<file path="config.mk">
export PLATFORM = sky130hd
export DESIGN_NAME = afm_bank
export DESIGN_NICKNAME = d
export VERILOG_FILES = /design/src/afm_pkg.sv /design/src/afm_snapshot.sv /design/src/afm_bank.sv
export SDC_FILE = /design/constraint.sdc
export NUM_CORES = 1
export LEC_CHECK = 0
export BUFFER_PORTS_ARGS = -buffer_cell sky130_fd_sc_hd__buf_2
export CAP_MARGIN = 20
export CORE_MARGIN = 8
export CORE_UTILIZATION = 43
export DETAILED_ROUTE_END_ITERATION = 8
export PLACE_DENSITY_LB_ADDON = 0.1
export SLEW_MARGIN = 5
export SYNTH_ARGS = -nofsm -noshare
export SYNTH_HDL_FRONTEND = slang
export SYNTH_SLANG_ARGS = --single-unit
</file>
<file path="constraint.sdc">
create_clock -name sys_clk_i -period 4.5 [get_ports sys_clk_i]
set_input_delay 0.225 -clock sys_clk_i [delete_from_list [all_inputs] [get_ports sys_clk_i]]
set_output_delay 0.225 -clock sys_clk_i [all_outputs]
set_load 0.03 [all_outputs]
</file>
<file path="src/afm_pkg.sv">
/*
 * Shared constants and carrier types of the accumulator and fault flag bank.
 * Assumes a host-side serial front end that turns bus traffic into register
 * read and write strobes with a register index.
 */
package afm_pkg;

    localparam logic [7:0]  ADDR_ENERGY      = 8'h09;
    localparam logic [7:0]  ADDR_CHARGE      = 8'h0a;
    localparam logic [7:0]  ADDR_DIAG        = 8'h0b;

    localparam int          ACC_W            = 40;
    localparam int          REG_W            = 16;

    localparam int          BIT_HOLD_SEL     = 15;
    localparam int          BIT_DONE_ALERT   = 14;
    localparam int          BIT_AVG_CMP      = 13;
    localparam int          BIT_SENSE        = 12;
    localparam int          BIT_JOULE_OF     = 11;
    localparam int          BIT_COUL_OF      = 10;
    localparam int          BIT_MATH_OF      = 9;
    localparam int          BIT_RSVD         = 8;
    localparam int          BIT_OVERTEMP     = 7;
    localparam int          BIT_OVERCUR      = 6;
    localparam int          BIT_UNDERCUR     = 5;
    localparam int          BIT_BUS_OV       = 4;
    localparam int          BIT_BUS_UV       = 3;
    localparam int          BIT_PWR_OL       = 2;
    localparam int          BIT_DONE         = 1;
    localparam int          BIT_TRIM_OK      = 0;

    localparam logic [15:0] DIAG_RESET       = 16'h0001;
    localparam logic [15:0] DIAG_WR_MASK     = 16'hf000;
    localparam logic [39:0] ACC_RESET        = 40'h00_0000_0000;
    localparam logic [2:0]  AVG_SINGLE       = 3'h0;

    // Limit violations seen by the comparators, one bit per flag
    typedef struct packed {
        logic overtemp;
        logic overcur;
        logic undercur;
        logic bus_ov;
        logic bus_uv;
        logic pwr_ol;
    } afm_limits_t;

    // Register access strobe from the serial front end
    typedef struct packed {
        logic       rd;
        logic       wr;
        logic [7:0] addr;
        logic [15:0] wdata;
    } afm_req_t;

endpackage : afm_pkg

</file>
<file path="src/afm_snapshot.sv">
/*
 * Read snapshot: captures a whole register at the first byte of a read and
 * shifts it out most significant byte first.
 * Assumes the front end pulses load at the start of each register read and
 * next for every further byte.
 */
module afm_snapshot
    import afm_pkg::*;
(
    input  wire logic              sys_clk_i,
    input  wire logic              rst_i,
    input  wire logic              load_i,
    input  wire logic [ACC_W-1:0]  value_i,
    input  wire logic [2:0]        nbytes_i,
    input  wire logic              next_i,
    output logic      [7:0]        byte_o
);
    import afm_pkg::*;

    logic [ACC_W-1:0] shadow_ff;

    // Value left aligned so the top byte is always the first sent
    always_ff @(posedge sys_clk_i or posedge rst_i) begin
        if (rst_i) begin
            shadow_ff <= ACC_RESET;
        end else if (load_i) begin
            shadow_ff <= (nbytes_i == 3'd5) ? value_i : {value_i[REG_W-1:0], 24'h00_0000};
        end else if (next_i) begin
            shadow_ff <= {shadow_ff[ACC_W-9:0], 8'h00};
        end
    end

    assign byte_o = shadow_ff[ACC_W-1:ACC_W-8];

    snap_hold_a: assert property (@(posedge sys_clk_i) disable iff (rst_i)
        !load_i && !next_i |=> $stable(shadow_ff))
        else $error("snapshot changed mid read");

endmodule : afm_snapshot

</file>
<file path="src/afm_bank.sv">
/*
 * Accumulator and fault flag register bank of the power monitor.
 * Assumes the serial front end delivers one request strobe per register
 * access and per-byte read pulses, and that the datapath supplies sample,
 * average and accumulate events already synchronous to sys_clk_i.
 */
// What this block does
// - Read-only unsigned 40-bit energy accumulator
// - Read-only signed 40-bit charge accumulator
// - Bit 15 chooses transparent or latched alert
// - Bit 14 routes conversion done to alert
// - Bit 13 compares averaged instead of raw
// - Bit 12 sets alert pin active sense
// - Energy overflow flag, cleared by accumulator clear
// - Charge overflow flag, cleared by accumulator clear
// - Math overflow, cleared by conversion or clear
// - Bit 8 reserved, reads zero
// - Overtemperature flag, read clears when latched
// - Overcurrent flag, read clears when latched
// - Undercurrent flag, read clears when latched
// - Bus overvoltage flag, read clears when latched
// - Bus undervoltage flag, read clears when latched
// - Power over limit flag, read clears latched
// - Done flag, cleared by trigger, or by read when latched
// - Trim checksum status resets one, error zero
// - Averaged results update only after sequence
module afm_bank
    import afm_pkg::*;
(
    input  wire logic              sys_clk_i,
    input  wire logic              rst_i,
    input  afm_pkg::afm_req_t      req_i,
    input  wire logic              rd_next_i,
    output logic      [7:0]        rd_byte_o,
    output logic      [2:0]        rd_len_o,
    input  wire logic [2:0]        averaging_count_i,
    input  wire logic              sample_i,
    input  wire logic              avg_done_i,
    input  afm_pkg::afm_limits_t   raw_limits_i,
    input  afm_pkg::afm_limits_t   avg_limits_i,
    input  wire logic              conv_start_i,
    input  wire logic              accumulator_clear_i,
    input  wire logic              acc_step_i,
    input  wire logic [31:0]       energy_inc_i,
    input  wire logic [31:0]       charge_inc_i,
    input  wire logic              math_of_i,
    input  wire logic              trim_err_i,
    output logic                   result_update_o,
    output logic                   alert_o,
    output logic                   alert_oe_n_o
);
    import afm_pkg::*;

    ////////////////////////////////////////////////////////////////////////////
    // Accumulators

    logic [ACC_W-1:0] energy_ff;
    logic [ACC_W-1:0] charge_ff;
    logic [ACC_W:0]   nxt_energy;
    logic [ACC_W-1:0] nxt_charge;
    logic             charge_of;
    logic [ACC_W-1:0] charge_ext;

    assign nxt_energy = {1'b0, energy_ff} + {9'h000, energy_inc_i};
    assign charge_ext = {{8{charge_inc_i[31]}}, charge_inc_i};
    assign nxt_charge = charge_ff + charge_ext;
    // Signed overflow: both operands alike in sign, sum differs
    assign charge_of  = (charge_ff[ACC_W-1] == charge_ext[ACC_W-1])
                     && (nxt_charge[ACC_W-1] != charge_ff[ACC_W-1]);

    always_ff @(posedge sys_clk_i or posedge rst_i) begin
        if (rst_i) begin
            energy_ff <= ACC_RESET;
            charge_ff <= ACC_RESET;
        end else if (accumulator_clear_i) begin
            energy_ff <= ACC_RESET;
            charge_ff <= ACC_RESET;
        end else if (acc_step_i) begin
            energy_ff <= nxt_energy[ACC_W-1:0];
            charge_ff <= nxt_charge;
        end
    end

    ////////////////////////////////////////////////////////////////////////////
    // Control bits

    logic hold_sel_ff;
    logic done_alert_ff;
    logic avg_cmp_ff;
    logic sense_ff;
    logic diag_wr;
    logic diag_rd;

    assign diag_wr = req_i.wr && (req_i.addr == ADDR_DIAG);
    assign diag_rd = req_i.rd && (req_i.addr == ADDR_DIAG);

    always_ff @(posedge sys_clk_i or posedge rst_i) begin
        if (rst_i) begin
            hold_sel_ff   <= DIAG_RESET[BIT_HOLD_SEL];
            done_alert_ff <= DIAG_RESET[BIT_DONE_ALERT];
            avg_cmp_ff    <= DIAG_RESET[BIT_AVG_CMP];
            sense_ff      <= DIAG_RESET[BIT_SENSE];
        end else if (diag_wr) begin
            hold_sel_ff   <= req_i.wdata[BIT_HOLD_SEL];
            done_alert_ff <= req_i.wdata[BIT_DONE_ALERT];
            avg_cmp_ff    <= req_i.wdata[BIT_AVG_CMP];
            sense_ff      <= req_i.wdata[BIT_SENSE];
        end
    end

    ////////////////////////////////////////////////////////////////////////////
    // Result update timing

    logic result_update_ff;
    logic result_event;

    // Averaging above one sample publishes only at the end of the sequence
    assign result_event = (averaging_count_i == AVG_SINGLE) ? sample_i : avg_done_i;

    always_ff @(posedge sys_clk_i or posedge rst_i) begin
        if (rst_i) begin
            result_update_ff <= 1'b0;
        end else begin
            result_update_ff <= result_event;
        end
    end

    ////////////////////////////////////////////////////////////////////////////
    // Overflow flags

    logic joule_of_ff;
    logic coulomb_of_ff;
    logic math_of_ff;

    // Clear wins over set so an overflow during a clear is dropped
    always_ff @(posedge sys_clk_i or posedge rst_i) begin
        if (rst_i) begin
            joule_of_ff   <= 1'b0;
            coulomb_of_ff <= 1'b0;
        end else begin
            if (acc_step_i && !accumulator_clear_i && nxt_energy[ACC_W]) begin
                joule_of_ff <= 1'b1;
            end else if (accumulator_clear_i) begin
                joule_of_ff <= 1'b0;
            end
            if (acc_step_i && !accumulator_clear_i && charge_of) begin
                coulomb_of_ff <= 1'b1;
            end else if (accumulator_clear_i) begin
                coulomb_of_ff <= 1'b0;
            end
        end
    end

    always_ff @(posedge sys_clk_i or posedge rst_i) begin
        if (rst_i) begin
            math_of_ff <= 1'b0;
        end else if (math_of_i) begin
            math_of_ff <= 1'b1;
        end else if (conv_start_i || accumulator_clear_i) begin
            math_of_ff <= 1'b0;
        end
    end

    ////////////////////////////////////////////////////////////////////////////
    // Limit and conversion flags

    afm_limits_t limits_ff;
    afm_limits_t cmp_src;
    logic        cmp_valid;
    logic        done_ff;
    logic        trim_ok_ff;

    // Raw mode checks every sample, averaged mode only finished averages
    assign cmp_src   = avg_cmp_ff ? avg_limits_i : raw_limits_i;
    assign cmp_valid = avg_cmp_ff ? avg_done_i : sample_i;

    function automatic logic flag_next(input logic cur, input logic hit, input logic valid,
                                       input logic latched, input logic rd_clr);
        logic r;
        r = cur;
        if (latched) begin
            if (valid && hit) begin
                r = 1'b1;
            end else if (rd_clr) begin
                r = 1'b0;
            end
        end else if (valid) begin
            r = hit;
        end
        return r;
    endfunction : flag_next

    always_ff @(posedge sys_clk_i or posedge rst_i) begin
        if (rst_i) begin
            limits_ff <= '0;
        end else begin
            limits_ff.overtemp <= flag_next(limits_ff.overtemp, cmp_src.overtemp, cmp_valid,
                                            hold_sel_ff, diag_rd);
            limits_ff.overcur  <= flag_next(limits_ff.overcur, cmp_src.overcur, cmp_valid,
                                            hold_sel_ff, diag_rd);
            limits_ff.undercur <= flag_next(limits_ff.undercur, cmp_src.undercur, cmp_valid,
                                            hold_sel_ff, diag_rd);
            limits_ff.bus_ov   <= flag_next(limits_ff.bus_ov, cmp_src.bus_ov, cmp_valid,
                                            hold_sel_ff, diag_rd);
            limits_ff.bus_uv   <= flag_next(limits_ff.bus_uv, cmp_src.bus_uv, cmp_valid,
                                            hold_sel_ff, diag_rd);
            limits_ff.pwr_ol   <= flag_next(limits_ff.pwr_ol, cmp_src.pwr_ol, cmp_valid,
                                            hold_sel_ff, diag_rd);
        end
    end

    // Done sets on each published result; a trigger clears it in either mode
    always_ff @(posedge sys_clk_i or posedge rst_i) begin
        if (rst_i) begin
            done_ff <= 1'b0;
        end else if (result_event) begin
            done_ff <= 1'b1;
        end else if (conv_start_i || (hold_sel_ff && diag_rd)) begin
            done_ff <= 1'b0;
        end
    end

    always_ff @(posedge sys_clk_i or posedge rst_i) begin
        if (rst_i) begin
            trim_ok_ff <= DIAG_RESET[BIT_TRIM_OK];
        end else if (trim_err_i) begin
            trim_ok_ff <= 1'b0;
        end
    end

    ////////////////////////////////////////////////////////////////////////////
    // Alert pin

    logic alert_act;
    logic alert_ff;
    logic alert_oe_n_ff;

    assign alert_act = (|limits_ff) || (done_alert_ff && done_ff);

    // Open drain: pull low for an active alert with active-low sense or an idle one with active-high sense, else release
    always_ff @(posedge sys_clk_i or posedge rst_i) begin
        if (rst_i) begin
            alert_ff      <= 1'b0;
            alert_oe_n_ff <= 1'b1;
        end else begin
            alert_ff      <= 1'b0;
            alert_oe_n_ff <= ~(alert_act ^ sense_ff);
        end
    end

    assign alert_o         = alert_ff;
    assign alert_oe_n_o    = alert_oe_n_ff;
    assign result_update_o = result_update_ff;

    ////////////////////////////////////////////////////////////////////////////
    // Read path

    logic [REG_W-1:0] diag_value;
    logic [ACC_W-1:0] rd_value;
    logic [2:0]       rd_len;
    logic [2:0]       rd_len_ff;

    always_comb begin
        diag_value                 = '0;
        diag_value[BIT_HOLD_SEL]   = hold_sel_ff;
        diag_value[BIT_DONE_ALERT] = done_alert_ff;
        diag_value[BIT_AVG_CMP]    = avg_cmp_ff;
        diag_value[BIT_SENSE]      = sense_ff;
        diag_value[BIT_JOULE_OF]   = joule_of_ff;
        diag_value[BIT_COUL_OF]    = coulomb_of_ff;
        diag_value[BIT_MATH_OF]    = math_of_ff;
        diag_value[BIT_OVERTEMP]   = limits_ff.overtemp;
        diag_value[BIT_OVERCUR]    = limits_ff.overcur;
        diag_value[BIT_UNDERCUR]   = limits_ff.undercur;
        diag_value[BIT_BUS_OV]     = limits_ff.bus_ov;
        diag_value[BIT_BUS_UV]     = limits_ff.bus_uv;
        diag_value[BIT_PWR_OL]     = limits_ff.pwr_ol;
        diag_value[BIT_DONE]       = done_ff;
        diag_value[BIT_TRIM_OK]    = trim_ok_ff;
    end

    always_comb begin
        rd_value = ACC_RESET;
        rd_len   = 3'd2;
        case (req_i.addr)
            ADDR_ENERGY: begin
                rd_value = energy_ff;
                rd_len   = 3'd5;
            end
            ADDR_CHARGE: begin
                rd_value = charge_ff;
                rd_len   = 3'd5;
            end
            ADDR_DIAG: begin
                rd_value = {24'h00_0000, diag_value};
            end
            default: begin
                rd_value = ACC_RESET;
            end
        endcase
    end

    always_ff @(posedge sys_clk_i or posedge rst_i) begin
        if (rst_i) begin
            rd_len_ff <= 3'd2;
        end else if (req_i.rd) begin
            rd_len_ff <= rd_len;
        end
    end

    assign rd_len_o = rd_len_ff;

    afm_snapshot u_snapshot (
        .sys_clk_i (sys_clk_i),
        .rst_i     (rst_i),
        .load_i    (req_i.rd),
        .value_i   (rd_value),
        .nbytes_i  (rd_len),
        .next_i    (rd_next_i),
        .byte_o    (rd_byte_o)
    );

    ////////////////////////////////////////////////////////////////////////////
    // Checks

    clear_accum_a: assert property (@(posedge sys_clk_i) disable iff (rst_i)
        accumulator_clear_i |=> energy_ff == ACC_RESET && charge_ff == ACC_RESET)
        else $error("accumulators not cleared");
    joule_sticky_a: assert property (@(posedge sys_clk_i) disable iff (rst_i)
        joule_of_ff && !accumulator_clear_i |=> joule_of_ff)
        else $error("energy overflow lost");
    coul_clear_a: assert property (@(posedge sys_clk_i) disable iff (rst_i)
        accumulator_clear_i |=> !coulomb_of_ff)
        else $error("charge overflow not cleared");
    math_clear_a: assert property (@(posedge sys_clk_i) disable iff (rst_i)
        conv_start_i && !math_of_i |=> !math_of_ff)
        else $error("math overflow not cleared");
    rsvd_zero_a: assert property (@(posedge sys_clk_i) disable iff (rst_i)
        diag_value[BIT_RSVD] == 1'b0)
        else $error("reserved bit set");
    latch_hold_a: assert property (@(posedge sys_clk_i) disable iff (rst_i)
        hold_sel_ff && limits_ff.overcur && !diag_rd && !diag_wr |=> limits_ff.overcur)
        else $error("latched flag dropped");
    latch_rdclr_a: assert property (@(posedge sys_clk_i) disable iff (rst_i)
        hold_sel_ff && diag_rd && !cmp_valid && !diag_wr |=> limits_ff == '0)
        else $error("read did not clear flags");
    done_alert_a: assert property (@(posedge sys_clk_i) disable iff (rst_i)
        done_alert_ff && done_ff && !diag_wr |=> alert_oe_n_ff == sense_ff)
        else $error("done not on alert");
    trim_sticky_a: assert property (@(posedge sys_clk_i) disable iff (rst_i)
        trim_err_i |=> !trim_ok_ff ##1 !trim_ok_ff)
        else $error("trim status recovered");
    avg_update_a: assert property (@(posedge sys_clk_i) disable iff (rst_i)
        averaging_count_i != AVG_SINGLE && !avg_done_i |=> !result_update_ff)
        else $error("early result update");

endmodule : afm_bank

</file>
=== Yosys cells after proc, flatten, opt, wreduce, memory -nomap -nowiden ===
Cells that the tools add are included.

* Eq/ne operators: 12
* Multiplexer cells: 38
* Add/sub/neg operators: 2
* Bitwise logic cells: 2
* Reductions and logical operators: 34

{| class="wikitable"
|+ Operators with widths
! operator !! count
|-
| $mux W40 || 7
|-
| $pmux W40 S3 || 1
|-
| $add A40 B32 Y41 || 1
|-
| $add A40 B40 Y40 || 1
|-
| $mux W1 || 28
|-
| $eq A8 B4 Y1 const B || 3
|-
| $ne A3 B1 Y1 const B || 6
|-
| $logic_and A1 B1 Y1 || 14
|-
| $reduce_bool A2 Y1 || 7
|-
| $reduce_and A2 Y1 || 6
|-
| $mux W6 || 1
|-
| $reduce_or A6 Y1 || 1
|-
| $eq A3 B3 Y1 const B || 1
|-
| $logic_not A3 Y1 || 1
|-
| $logic_or A1 B1 Y1 || 3
|-
| $mux W3 || 1
|-
| $reduce_or A2 Y1 || 1
|-
| $eq A1 B1 Y1 || 1
|-
| $logic_not A1 Y1 || 1
|-
| $ne A1 B1 Y1 || 1
|-
| $not A1 Y1 || 1
|-
| $xor A1 B1 Y1 || 1
|}

* Output and inout port bits: 14
* Word-level logic and storage cells: 109
* Register bits after elaboration: 140
* Bits of input ports: 115

=== Logic depth before layout (Yosys ltp) ===
* Depth in word-level cells: 6
* Mapped depth: 12
* Mapped depth without buffers: 12

=== By module ===
Synthesis repeated with hierarchy kept, for this count alone.

* Cells, all modules: 1188
* Area, all modules: 10632.7 µm²

{| class="wikitable"
|+ By module, submodules not included
! module !! times used !! area an instance (µm²) !! cells an instance !! seq. area each (µm²)
|-
| afm_bank || 1 || 8534.4 || 1001 || 2481.1
|-
| afm_snapshot || 1 || 2098.3 || 187 || 1001.0
|}

=== Least setup slack after synthesis ===
OpenSTA, ideal clock, no wires.

* Path type: register -> register
* Start: reg charge_ff[0]
* End: reg charge_ff[38]
* Data required time: 4.414 ns
* Setup time: 0.086 ns
* Path slack: 1.840 ns
* Period minus slack after synthesis: 2.660 ns
* Arrival: 2.574 ns
* Cell stages (with the launch flop): 13
* Path through: dfrtp_1 ha_1 inv_1 fa_1 nor2b_1 o211a_1 o211a_1 a21o_1 a211oi_2 o21a_2 nor4b_4 or3_1 o221ai_2

* Word-level cells in the longest chain between the ends: 3

{| class="wikitable"
|+ Ends and longest elaborated chain
! what !! RTL line !! RTL
|-
| from (decl) || afm_bank.sv:58 || <nowiki>logic [ACC_W-1:0] charge_ff;</nowiki>
|-
| from (signal assigned) || afm_bank.sv:80 || <nowiki>charge_ff <= nxt_charge;</nowiki>
|-
| $add A40 B40 Y40 || afm_bank.sv:66 || <nowiki>assign nxt_charge = charge_ff + charge_ext;</nowiki>
|-
| $mux W40 || afm_bank.sv:78 || <nowiki>end else if (acc_step_i) begin</nowiki>
|-
| $mux W40 || afm_bank.sv:75 || <nowiki>end else if (accumulator_clear_i) begin</nowiki>
|}

Every way passes these cells. The select of a mux whose other input is x is not followed.
A chain may end at the register's enable or synchronous reset.

=== Worst setup path in the final report ===
* Start: reg energy_ff[0]
* End: reg energy_ff[38]

* Word-level cells in the longest chain between the ends: 3

{| class="wikitable"
|+ Ends and longest elaborated chain
! what !! RTL line !! RTL
|-
| from (decl) || afm_bank.sv:57 || <nowiki>logic [ACC_W-1:0] energy_ff;</nowiki>
|-
| from (signal assigned) || afm_bank.sv:79 || <nowiki>energy_ff <= nxt_energy[ACC_W-1:0];</nowiki>
|-
| $add A40 B32 Y41 || afm_bank.sv:64 || <nowiki>assign nxt_energy = {1'b0, energy_ff} + {9'h000, energy_inc_i};</nowiki>
|-
| $mux W40 || afm_bank.sv:78 ||
|-
| $mux W40 || afm_bank.sv:75 ||
|}

Every way passes these cells. The select of a mux whose other input is x is not followed.

==> qor.yml <==
required_ns: 4.78
post_dp_cell_area_mm2: 0.0112
wl_um: 31200
ant_nets: 0
initial_utilization_pct: 43.3
drv_cap: 0
ctsHoldBuffers: 3
worst_slew_pin_slew_ns: 1.05
p_sw_mw: 1.60
synth-edff-count: 0
synth.avg_cell_area_um2: 8.68
drive_gt1_share_pct: 16.0
cp-start-kind: "flip-flop"
first_iter_violations: 578
cts-root-buf: "clkbuf_16"
sw_frac_of_total_pct: 35.0
max-slew-margin-rel_pct: 30.1
status: "finished clean"
coreArea_mm2: 0.0241
fin_area_mm2: 0.0118
cp.arrival_ns: 3.57
fillCellCount: 2449
routabilityCongestion: 0.883
grt_use_total_pct: 21.7
grt_pass1_vias: 9064
path_max_fanout: 5
yosysSeqAreaShare_pct: 33.4
yosysTopAreaCell: "dfrtp_1"
synth_area_leaders: "dfrtp_1, ha_1, nand2_1"
die_w_um: 172
ys_dominant_reg_cell: "dfrtp_1"
grt_start_max_net_pins: 64
diodes: 0
synth_fp_nets: 1390
port_buffers: 115
yosysMostFrequentCell: "dfrtp_1"
slew_violations: 0
netlist_instances: 1202
p_int_mw: 2.96
hold_viol: 0
fin_util_pct: 49.1
cts_tree: "built"
vias: 9204
yosys_warnings: 0
ys_types: 82
hpwl_um: 23600
max-vdd-ir-drop_uv: 218
firstDrtPassIters: 5
gr-total-overflow: 0
vias_per_cell: 5.70
criticalPathCategory: "reg2reg"
max_stage_delay_ns: 0.70
place_ws_ns: 1.22
p_total_mw: 4.56
setup_viol: 0
worstSkewPairLatency_ns: 0.42
num-nets-final: 1465
instances_no_fill: 1614
fp.dieH_um: 172
clkPwrFrac_pct: 32.7
skew_ns: 0.0146
fin_ws_ns: 1.21
synth_top_cell_area_share_pct: 32.6
p_leak_nw: 5.57
antenna_found_initial: 0
clkSinkCount: 139
h-tree-depth: 4
place_inst: 1578
io_pins: 129
cts_buffer_depth: 2
fin_hold_ws_ns: 0.0407
synth.top_cells.by_count: "dfrtp_1, nand2_1, nor2_1"
finalCritPeriodShare_pct: 73.1
fin_crit_ns: 3.29
seqPwrFrac_pct: 34.0
endpoint_kind: "flip-flop"
wire_per_inst_um: 19.4
grt_pass1_wl_um: 49900
p_per_area_mw_per_mm2: 385
hp-class: "in2reg"
cts_buffers: 17
postCtsSetupRepairBufs: 0
crit_chain: "ha_1, inv_1, fa_1, nand2b_1, a211oi_1, o41ai_1, nand3_1, a31oi_1, o211ai_1, nand4_1, xor2_1, nor2_1"
cts-resized-gates: 0
fmax_ghz: 0.304
cpMaxStageDelayCell: "o41ai_1"
ys_ff_latch: 139
setup_tns_ns: 0
dieArea_mm2: 0.0295
synth-async-reset-ratio_pct: 100
synth.cell_area_mm2: 0.0104
drc_errors: 0
num_rows: 57
grt_setup_unrepaired: "no"
p_comb_share_pct: 33.3
area_delta_synth_final_pct: 13.3
path_clk_slew_ns: 0.06
cell type report:
class / instances / area (um2) / area share (%)
Inverter: 33 / 129 / 1.09
Sequential cell: 139 / 3480 / 29.4
Clock inverter: 10 / 139 / 1.17
Tap cell: 324 / 405 / 3.43
Clock buffer: 22 / 484 / 4.09
Timing Repair Buffer: 129 / 691 / 5.84
Multi-Input combinational cell: 957 / 6500 / 54.9
logic make-up after synthesis:
family	synth area share, %
flip-flops	33.4
AO/OA/AOI/OAI	24.7
multiplexers	6.25
other	0.0359
XOR/XNOR	4.62
buffers and inverters	4.36
adder cells (fa/ha/maj)	8.90
AND/OR/NAND/NOR	17.8
path summary, 6_finish.rpt:
check	startpoint	end	slack, ns	depth (start not counted)
worst min-delay path	raw_limits_i[1]	diag_value[3]	0.04	3
worst max-delay path	energy_ff[0]	energy_ff[38]	1.21	12
worst min register to register	u_snapshot.shadow_ff[7]	u_snapshot.shadow_ff[7]	0.48	1
min in group asynchronous	rst_i	result_update_o	0.32	3
max in group asynchronous	rst_i	energy_ff[23]	3.10	4
worst max register to register	energy_ff[0]	energy_ff[38]	1.21	12
power groups by stage:
stage | combinational (mW) | sequential, mW | clock (mW)
after floorplan | 1.20 | 1.49 | 0
after detailed placement | 1.50 | 1.57 | 0
final | 1.52 | 1.55 | 1.49
after CTS | 1.51 | 1.55 | 1.52
after global placement | 1.49 | 1.57 | 0
after global routing | 1.70 | 1.57 | 1.57
sequential cells by signal, indices dropped and copies added, names as in the netlist:
register	flops
joule_of_ff	1
coulomb_of_ff	1
charge_ff	40
u_snapshot.shadow_ff	40
math_of_ff	1
alert_oe_n_o	1
rd_len_o	2
energy_ff	40
avg_cmp_ff	1
done_alert_ff	1
done_ff	1
result_update_o	1
diag_value	6
hold_sel_ff	1
sense_ff	1
trim_ok_ff	1
layout by cell type (no fill, tap or decap), types with 12 or more instances in the layout:
cell,instances
nand4_1,14
nand2b_1,16
a22oi_1,22
a21o_1,37
inv_1,32
mux2i_1,40
o21a_1,16
dfrtp_1,136
nor3_1,15
buf_4,12
a21oi_1,84
a211oi_1,31
xnor2_1,26
xor2_1,29
a31oi_1,14
nand2_1,118
ha_1,71
mux2_2,20
buf_2,114
nand3_1,23
o21ai_0,67
nor2_1,115
clkbuf_16,17
o22ai_1,13
nor2b_1,36
critical path: cells and delay by family (launching register included):
kind                     cells  cell delay, ns
XOR/XNOR                     1            0.16
AND/OR/NAND/NOR              4            0.63
adder cells (fa/ha/maj)      2            0.43
AO/OA/AOI/OAI                4            1.45
flip-flops                   1            0.42
buffers and inverters        1            0.07
per-layer routing:
metal	vias to the layer above	track usage (%)	wire (um)
li1	4545	-	-
met5	-	0	0
met4	0	7.53	716
met3	43	2.41	1220
met1	4404	31.6	15500
met2	212	32.9	13800
No activity file was read; power rests on OpenSTA's default activity.
